**src/rpf_pkg.sv**
```systemverilog
// How it works
// - Frame opens with start byte, then 16-bit length of bytes from the type byte up to the checksum.
// - Last byte is 0xFF minus low byte of sum from offset 3 onward.
// - Options setting zero gives standard receive frame, type 0x90.
// - Options bit 1 set gives explicit receive frame, type 0x91.
// - Sender 64-bit address at offset 4, then 0xFFFE field at 12.
// - Standard frame: options byte at 14, payload from 15 to checksum.
// - Options bit 0 acknowledged, bit 1 broadcast, bits 2 to 5 reserved.
// - Options bits 7:6 carry delivery method code.
// - All applicable option flags are ORed into one byte.
// - Explicit frame: source endpoint at 14, destination endpoint at 15.
// - Explicit frame: cluster id at 16, profile id at 18.
// - Explicit frame: options at 20, payload from 21 to checksum.
package rpf_pkg;
  // ********************************
  // Frame constants
  // ********************************
  localparam logic [7:0]  RPF_START     = 8'h7e;
  localparam logic [7:0]  RPF_TYPE_STD  = 8'h90;
  localparam logic [7:0]  RPF_TYPE_EXP  = 8'h91;
  localparam logic [15:0] RPF_UNUSED    = 16'hfffe;
  localparam logic [7:0]  RPF_CSUM_BASE = 8'hff;
  localparam int          RPF_EXP_BIT   = 1;
  localparam logic [7:0]  RPF_OPT_ACK   = 8'h01;
  localparam logic [7:0]  RPF_OPT_BCAST = 8'h02;
  localparam logic [4:0]  RPF_HDR_STD   = 5'd15;
  localparam logic [4:0]  RPF_HDR_EXP   = 5'd21;
  localparam logic [4:0]  RPF_HDR_FIRST = 5'd3;
  localparam logic [15:0] RPF_LEN_ADJ   = 16'd3;
  localparam logic [15:0] RPF_MAX_PAY   = 16'hffea;

  typedef struct packed {
    logic [63:0] src_addr;
    logic [7:0]  src_ep;
    logic [7:0]  dst_ep;
    logic [15:0] cluster;
    logic [15:0] profile;
    logic        acked;
    logic        bcast;
    logic [1:0]  method;
    logic [15:0] pay_len;
  } rpf_hdr_t;

  typedef enum logic [2:0] {
    RPF_IDLE = 3'b000,
    RPF_HEAD = 3'b001,
    RPF_PAY  = 3'b011,
    RPF_SUM  = 3'b010
  } rpf_state_t;
endpackage

```
**src/rpf_hdr_byte.sv**
```systemverilog
`timescale 1ns/1ps
`default_nettype none
// ********************************
// Header byte selector
// ********************************
module rpf_hdr_byte
  import rpf_pkg::*;
(
  input  wire logic       explicit_fmt,
  input  wire logic [4:0] idx,
  input  wire rpf_hdr_t   hdr,
  input  wire logic [7:0] opts,
  input  wire logic [15:0] len,
  output logic [7:0]      hbyte
);
  // Byte at each fixed offset, high byte first
  always_comb begin
    hbyte = 8'h00;
    case (idx)
      5'd0:  hbyte = RPF_START;
      5'd1:  hbyte = len[15:8];
      5'd2:  hbyte = len[7:0];
      5'd3:  hbyte = explicit_fmt ? RPF_TYPE_EXP : RPF_TYPE_STD;
      5'd4:  hbyte = hdr.src_addr[63:56];
      5'd5:  hbyte = hdr.src_addr[55:48];
      5'd6:  hbyte = hdr.src_addr[47:40];
      5'd7:  hbyte = hdr.src_addr[39:32];
      5'd8:  hbyte = hdr.src_addr[31:24];
      5'd9:  hbyte = hdr.src_addr[23:16];
      5'd10: hbyte = hdr.src_addr[15:8];
      5'd11: hbyte = hdr.src_addr[7:0];
      5'd12: hbyte = RPF_UNUSED[15:8];
      5'd13: hbyte = RPF_UNUSED[7:0];
      5'd14: hbyte = explicit_fmt ? hdr.src_ep : opts;
      5'd15: hbyte = hdr.dst_ep;
      5'd16: hbyte = hdr.cluster[15:8];
      5'd17: hbyte = hdr.cluster[7:0];
      5'd18: hbyte = hdr.profile[15:8];
      5'd19: hbyte = hdr.profile[7:0];
      5'd20: hbyte = opts;
      default: hbyte = 8'h00;
    endcase
  end
endmodule
`default_nettype wire

```
**src/rpf_emitter.sv**
```systemverilog
`timescale 1ns/1ps
`default_nettype none
module rpf_emitter
  import rpf_pkg::*;
(
  input  wire logic       mclk,
  input  wire logic       reset,
  input  wire logic [7:0] api_output_options,
  input  wire logic       pkt_valid,
  input  wire rpf_hdr_t   pkt_hdr,
  output logic            pkt_ready,
  input  wire logic       pay_valid,
  input  wire logic [7:0] pay_data,
  output logic            pay_ready,
  output logic            tx_valid,
  output logic [7:0]      tx_data,
  output logic            tx_last,
  input  wire logic       tx_ready
);
  // ********************************
  // State
  // ********************************
  rpf_state_t  state;
  rpf_hdr_t    hdr;
  logic        explicit_fmt;
  logic [4:0]  idx;
  logic [15:0] pay_cnt;
  logic [7:0]  sum;
  logic [7:0]  opts;
  logic [15:0] len;
  logic [7:0]  hbyte;
  logic [4:0]  hdr_end;
  logic        out_free;
  logic        take_pay;

  // Output register empty or draining this cycle
  assign out_free = !tx_valid || tx_ready;
  assign hdr_end  = explicit_fmt ? RPF_HDR_EXP : RPF_HDR_STD;
  // Length counts type byte through last payload byte
  assign len      = {11'h000, hdr_end} - RPF_LEN_ADJ + hdr.pay_len;
  // Flags combined by OR; reserved bits stay zero
  assign opts     = (hdr.acked ? RPF_OPT_ACK : 8'h00) | (hdr.bcast ? RPF_OPT_BCAST : 8'h00) |
                    {hdr.method, 6'h00};
  assign take_pay = (state == RPF_PAY) && out_free && pay_valid && (pay_cnt != 16'h0000);

  rpf_hdr_byte u_hdr (
    .explicit_fmt (explicit_fmt),
    .idx          (idx),
    .hdr          (hdr),
    .opts         (opts),
    .len          (len),
    .hbyte        (hbyte)
  );

  // ********************************
  // Sequencer
  // ********************************
  // Format latched per packet so a mid-frame options change cannot tear a frame
  always_ff @(posedge mclk or posedge reset) begin
    if (reset) begin
      state        <= RPF_IDLE;
      hdr          <= '0;
      explicit_fmt <= 1'b0;
      idx          <= 5'd0;
      pay_cnt      <= 16'h0000;
    end else begin
      case (state)
        RPF_IDLE: begin
          if (pkt_valid) begin
            hdr          <= pkt_hdr;
            // Payload clipped so the length field cannot wrap
            if (pkt_hdr.pay_len > RPF_MAX_PAY) begin
              hdr.pay_len <= RPF_MAX_PAY;
            end
            explicit_fmt <= api_output_options[RPF_EXP_BIT];
            idx          <= 5'd0;
            state        <= RPF_HEAD;
          end
        end
        RPF_HEAD: begin
          if (out_free) begin
            if (idx == hdr_end - 5'd1) begin
              pay_cnt <= hdr.pay_len;
              state   <= RPF_PAY;
            end
            idx <= idx + 5'd1;
          end
        end
        RPF_PAY: begin
          if (pay_cnt == 16'h0000) begin
            state <= RPF_SUM;
          end else if (take_pay) begin
            pay_cnt <= pay_cnt - 16'h0001;
          end
        end
        RPF_SUM: begin
          if (out_free) begin
            state <= RPF_IDLE;
          end
        end
        default: state <= RPF_IDLE;
      endcase
    end
  end

  // Handshake outputs come from flip-flops
  always_ff @(posedge mclk or posedge reset) begin
    if (reset) begin
      pkt_ready <= 1'b0;
      pay_ready <= 1'b0;
    end else begin
      // Acknowledge pulse set on the capture edge itself; state leaves idle so it lasts one cycle
      pkt_ready <= (state == RPF_IDLE) && pkt_valid;
      pay_ready <= take_pay;
    end
  end

  // ********************************
  // Output byte and checksum
  // ********************************
  always_ff @(posedge mclk or posedge reset) begin
    if (reset) begin
      tx_valid <= 1'b0;
      tx_data  <= 8'h00;
      tx_last  <= 1'b0;
      sum      <= 8'h00;
    end else begin
      if (tx_valid && tx_ready) begin
        tx_valid <= 1'b0;
        tx_last  <= 1'b0;
      end
      if (state == RPF_HEAD && out_free) begin
        tx_valid <= 1'b1;
        tx_data  <= hbyte;
        if (idx == RPF_HDR_FIRST) begin
          sum <= hbyte;
        end else if (idx > RPF_HDR_FIRST) begin
          sum <= sum + hbyte;
        end
      end else if (take_pay) begin
        tx_valid <= 1'b1;
        tx_data  <= pay_data;
        sum      <= sum + pay_data;
      end else if (state == RPF_SUM && out_free) begin
        tx_valid <= 1'b1;
        tx_data  <= RPF_CSUM_BASE - sum;
        tx_last  <= 1'b1;
      end
    end
  end

  // ********************************
  // Checks
  // ********************************
  start_byte_a: assert property (@(posedge mclk) disable iff (reset)
    (state == RPF_HEAD && idx == 5'd0 && out_free) |=> (tx_data == RPF_START))
    else $error("start delimiter wrong");
  type_code_a: assert property (@(posedge mclk) disable iff (reset)
    (state == RPF_HEAD && idx == 5'd3 && out_free) |=>
    (tx_data == (explicit_fmt ? 8'h91 : 8'h90)))
    else $error("frame type wrong");
  fmt_latch_a: assert property (@(posedge mclk) disable iff (reset)
    (state == RPF_IDLE && pkt_valid) |=> (explicit_fmt == $past(api_output_options[1])))
    else $error("format not taken from options");
  unused_field_a: assert property (@(posedge mclk) disable iff (reset)
    (state == RPF_HEAD && idx == 5'd12 && out_free) |=> (tx_data == 8'hff))
    else $error("unused field high byte wrong");
  opt_reserved_a: assert property (@(posedge mclk) disable iff (reset)
    opts[5:2] == 4'h0)
    else $error("reserved option bits set");
  opt_method_a: assert property (@(posedge mclk) disable iff (reset)
    opts[7:6] == hdr.method && opts[0] == hdr.acked && opts[1] == hdr.bcast)
    else $error("option byte mismatch");
  length_calc_a: assert property (@(posedge mclk) disable iff (reset)
    len == (explicit_fmt ? 16'd18 : 16'd12) + hdr.pay_len)
    else $error("length field wrong");
  checksum_out_a: assert property (@(posedge mclk) disable iff (reset)
    (state == RPF_SUM && out_free) |=> (tx_last && tx_valid && (tx_data + $past(sum) == 8'hff)))
    else $error("checksum byte wrong");
  pay_start_a: assert property (@(posedge mclk) disable iff (reset)
    (state == RPF_HEAD && out_free && idx == hdr_end - 5'd1) |=> (state == RPF_PAY))
    else $error("payload offset wrong");

  // ********************************
  // Field placement and stream checks
  // ********************************
  // Header fields are stable for the whole frame, so they are compared one edge after emission
  len_high_a: assert property (@(posedge mclk) disable iff (reset)
    (state == RPF_HEAD && idx == 5'd1 && out_free) |=> (tx_data == len[15:8]))
    else $error("length high byte wrong");
  len_low_a: assert property (@(posedge mclk) disable iff (reset)
    (state == RPF_HEAD && idx == 5'd2 && out_free) |=> (tx_data == len[7:0]))
    else $error("length low byte wrong");
  addr_high_a: assert property (@(posedge mclk) disable iff (reset)
    (state == RPF_HEAD && idx == 5'd4 && out_free) |=> (tx_data == hdr.src_addr[63:56]))
    else $error("address first byte wrong");
  addr_low_a: assert property (@(posedge mclk) disable iff (reset)
    (state == RPF_HEAD && idx == 5'd11 && out_free) |=> (tx_data == hdr.src_addr[7:0]))
    else $error("address last byte wrong");
  unused_low_a: assert property (@(posedge mclk) disable iff (reset)
    (state == RPF_HEAD && idx == 5'd13 && out_free) |=> (tx_data == 8'hfe))
    else $error("unused field low byte wrong");
  std_opts_a: assert property (@(posedge mclk) disable iff (reset)
    (state == RPF_HEAD && idx == 5'd14 && out_free && !explicit_fmt) |=> (tx_data == opts))
    else $error("standard options byte wrong");
  src_ep_a: assert property (@(posedge mclk) disable iff (reset)
    (state == RPF_HEAD && idx == 5'd14 && out_free && explicit_fmt) |=> (tx_data == hdr.src_ep))
    else $error("source endpoint wrong");
  dst_ep_a: assert property (@(posedge mclk) disable iff (reset)
    (state == RPF_HEAD && idx == 5'd15 && out_free) |=> (tx_data == hdr.dst_ep))
    else $error("destination endpoint wrong");
  cluster_id_a: assert property (@(posedge mclk) disable iff (reset)
    (state == RPF_HEAD && idx == 5'd16 && out_free) |=> (tx_data == hdr.cluster[15:8]))
    else $error("cluster id wrong");
  profile_id_a: assert property (@(posedge mclk) disable iff (reset)
    (state == RPF_HEAD && idx == 5'd18 && out_free) |=> (tx_data == hdr.profile[15:8]))
    else $error("profile id wrong");
  exp_opts_a: assert property (@(posedge mclk) disable iff (reset)
    (state == RPF_HEAD && idx == 5'd20 && out_free) |=> (tx_data == opts))
    else $error("explicit options byte wrong");
  // Payload bytes pass through untouched; a stalled byte must not change under the sink
  pay_copy_a: assert property (@(posedge mclk) disable iff (reset)
    take_pay |=> (tx_valid && tx_data == $past(pay_data)))
    else $error("payload byte not copied");
  tx_hold_a: assert property (@(posedge mclk) disable iff (reset)
    (tx_valid && !tx_ready) |=> (tx_valid && $stable(tx_data) && $stable(tx_last)))
    else $error("output byte changed while stalled");
  hdr_ack_a: assert property (@(posedge mclk) disable iff (reset)
    (state == RPF_IDLE && pkt_valid) |=> (pkt_ready && state == RPF_HEAD))
    else $error("packet not acknowledged");
endmodule
`default_nettype wire

```
**config.mk**
```make
export PLATFORM = sky130hd
export DESIGN_NAME = rpf_emitter
export DESIGN_NICKNAME = d
export VERILOG_FILES = /design/src/rpf_pkg.sv /design/src/rpf_hdr_byte.sv /design/src/rpf_emitter.sv
export SDC_FILE = /design/constraint.sdc
export NUM_CORES = 1
export LEC_CHECK = 0
export BUFFER_PORTS_ARGS = -buffer_cell sky130_fd_sc_hd__buf_2
export CORE_ASPECT_RATIO = 1.2
export CORE_UTILIZATION = 40
export DETAILED_ROUTE_END_ITERATION = 6
export GPL_ROUTABILITY_DRIVEN = 0
export SLEW_MARGIN = 10
export SYNTH_ARGS = -nofsm -noshare
export SYNTH_HDL_FRONTEND = slang
export SYNTH_SLANG_ARGS = --single-unit
```
**constraint.sdc**
```tcl
create_clock -name mclk -period 7.1 [get_ports mclk]
set_input_delay 1.065 -clock mclk [delete_from_list [all_inputs] [get_ports mclk]]
set_output_delay 1.065 -clock mclk [all_outputs]
set_load 0.01 [all_outputs]
```
==> summary.md <==
| Metric | Value |
|---|---|
| Post-layout min period | `4.62 ns` |
| Initial Utilization | `40.8%` |
| Power Dens Cells | `375 nW/µm²` |
| PortBufs | `157` |
| Clock transition at path regs | `0.07 ns` |
| Height of the die | `171 µm` |
| Commonest non-fill, non-tap cell in the layout | `nand2_1` |
| CTS resizes | `0` |
| VDD IR-drop max | `0.000191 V` |
| CP Class | `register to register` |
| Via count | `8,580` |
| Clock skew | `0.0177 ns` |
| TritonRoute pass-1 iters | `5` |
| Syn Area/Cell | `8.35 µm²` |
| Vias in the first global route | `8,303` |
| ANT cells | `0` |
| Fin. Hold Viols | `0` |
| Least-Margin Pin Slew | `1.13 ns` |
| Worst Path Required | `7.43 ns` |
| Antenna viol nets, final | `0` |
| Static leakage | `5.62 nW` |
| DP Cell Count | `1,563` |
| GRT Overall Usage | `24.2%` |
| Sequential cell area fraction in the yosys report | `46.4%` |
| Post-route insts no fill | `1,595` |
| Yosys cell types | `74` |
| Status | `completed` |
| EDFF count, synth | `0` |
| GR Overflow Total | `0` |
| Achievable frequency | `216 MHz` |
| Crit. End Element | `register` |
| Startpoint type of the worst setup path | `register` |
| Mapped Area | `9500 µm²` |
| Sw Ratio | `39.7%` |
| Commonest non-fill, non-tap cells in the layout | `412 x nand2_1, 176 x dfrtp_1, 157 x buf_2, 59 x nor2_1, 47 x o21ai_0` |
| Comb pwr share | `41.5%` |
| Root buffer cell | `clkbuf_16` |
| IO Pins | `165` |
| Die extent in x | `143 µm` |
| Initial antenna violation count | `0` |
| Cts bufs inserted | `17` |
| Sequential power share | `32.4%` |
| Setup_tns | `0 ns` |
| First-pass GRT wire length | `44,800 µm` |
| Power Total | `4.22 mW` |
| Top FF cell, synth | `dfrtp_1` |
| Core area | `23,300 µm²` |
| Tcrit/Tclk final | `65.1%` |
| H-tree lvl count | `4` |
| Syn Nets | `1,318` |
| RSZ-0062 raised after global routing | `no` |
| Clk pwr share | `26.1%` |
| FF+latch count, synth | `176` |
| Post-synthesis instance total | `1,138` |
| Max-slew violations | `0` |
| Final WL | `28,300 µm` |
| Net Switching | `1.67 mW` |
| Hold_ws | `0.476 ns` |
| Layout Area Growth over Synthesis | `18.2%` |
| Pint | `2.54 mW` |
| FFs w/ async S/R, synth | `100%` |
| CP arrival | `4.95 ns` |
| Crit-path max FO | `25` |
| # hold bufs at CTS | `0` |
| Clock sinks | `176` |
| Via-per-instance ratio | `5.38` |
| Layout cells sized above 1 | `17.1%` |
| DIE AREA | `24,400 µm²` |
| Initial drt markers | `495` |
| Row cnt | `61` |
| Largest net degree at the start of global routing | `103` |
| Setup bufs post-CTS | `0` |
| Hold crit path type | `register to register` |
| Ys Warns | `0` |
| Final setup violating endpoints | `0` |
| Max-cap violations | `0` |
| Worst skew pair latency | `0.45 ns` |
| Wire per inst | `17.8 µm` |
| TritonCTS clock tree | `done` |
| Clock Tree Buf Depth | `2` |
| Drt drc | `0` |
| Hpwl dp | `20,300 µm` |
| Relative slew slack | `24.9%` |
| Final #Nets | `1,447` |
==> worst max-delay path: stages, from the launching register on <==
cell and delay [ns]:
dfrtp_1 0.79, inv_1 0.29, ha_1 0.45, a221oi_1 0.46
nand4_1 0.24, a211o_1 0.39, ha_1 0.35, and3_1 0.19
a221o_1 0.34, o41ai_1 0.33, xor2_1 0.18, nor2_1 0.06
xnor2_1 0.12, a221o_1 0.30
==> path summary, 6_finish.rpt <==
kind                               from         to  slack, ns  cells past startpoint
max in group asynchronous         reset     sum[0]       4.76                      3
worst min register to register  hdr[26]    hdr[26]       0.48                      2
min in group asynchronous         reset  pkt_ready       0.81                      2
worst min-delay path            hdr[26]    hdr[26]       0.48                      2
worst max register to register   idx[4]     sum[7]       2.48                     13
worst max-delay path             idx[4]     sum[7]       2.48                     13
==> metrics by stage <==
step           area [µm²]  utilization, %  setup WS [ns]
2_1_floorplan        9500               -           1.26
3_3_place_gp        10600            45.3           2.56
3_5_place_dp        10600            45.3           2.55
4_1_cts             11200            48.3           2.53
5_1_grt             11200            48.3           2.24
6_report            11200            48.3           2.48
==> Yosys cell counts, types with 9 or more instances <==
| cell type | count | area (µm²) |
|---|---|---|
| a21oi_1 | 46 | 230 |
| a22o_1 | 19 | 166 |
| a22oi_1 | 20 | 150 |
| clkbuf_1 | 43 | 161 |
| dfrtp_1 | 176 | 4400 |
| ha_1 | 24 | 300 |
| inv_1 | 26 | 97.6 |
| nand2_1 | 413 | 1550 |
| nand2b_1 | 13 | 81.3 |
| nand3_1 | 22 | 110 |
| nand4_1 | 13 | 81.3 |
| nor2_1 | 59 | 221 |
| nor2b_1 | 16 | 100 |
| nor3_1 | 18 | 90.1 |
| o21ai_0 | 47 | 235 |
| xnor2_1 | 9 | 78.8 |
| xor2_1 | 10 | 87.6 |
==> flip-flops by register name, indices dropped and copies added (netlist names) <==
name,cells
pay_ready,1
pay_cnt,16
tx_data,8
state,2
hdr,132
sum,8
pkt_ready,1
idx,5
explicit_fmt,1
tx_valid,1
tx_last,1
==> metal layers <==
| layer | GRT usage, % | wire [µm] |
|---|---|---|
| met3 | 4.37 | 1470 |
| met1 | 30.5 | 12000 |
| met2 | 40.3 | 13800 |
| met5 | 0 | 0 |
| met4 | 11.0 | 1020 |
==> final cells by class <==
cell class	instances	area (µm²)
Fill cell	2285	12000
Multi-Input combinational cell	874	4760
Sequential cell	176	4400
Timing Repair Buffer	170	883
Clock buffer	18	429
Tap cell	315	394
Clock inverter	14	249
Inverter	28	115
==> power groups by stage <==
stage | clock, mW | combinational, mW | sequential (mW)
after detailed placement | 0 | 1.72 | 1.38
after CTS | 1.11 | 1.73 | 1.36
after floorplan | 0 | 1.26 | 1.34
after global routing | 1.15 | 1.93 | 1.39
after global placement | 0 | 1.68 | 1.38
final | 1.10 | 1.75 | 1.37
==> kinds of logic (layout without fill, tap and decap cells) <==
group                      after synthesis  after routing  share of synthesized area (%)
adders and majority gates               27             27                           3.79
buffers and inverters                   88            230                           3.71
DFF                                    176            176                           46.4
and+or+nand+nor                        605            605                           28.0
AOI/OAI and AO/OA                      217            217                           15.8
muxes                                    6              6                          0.645
xor gates and xnor gates                19             19                           1.75
Note: power is estimated with default switching activity, not from simulation.
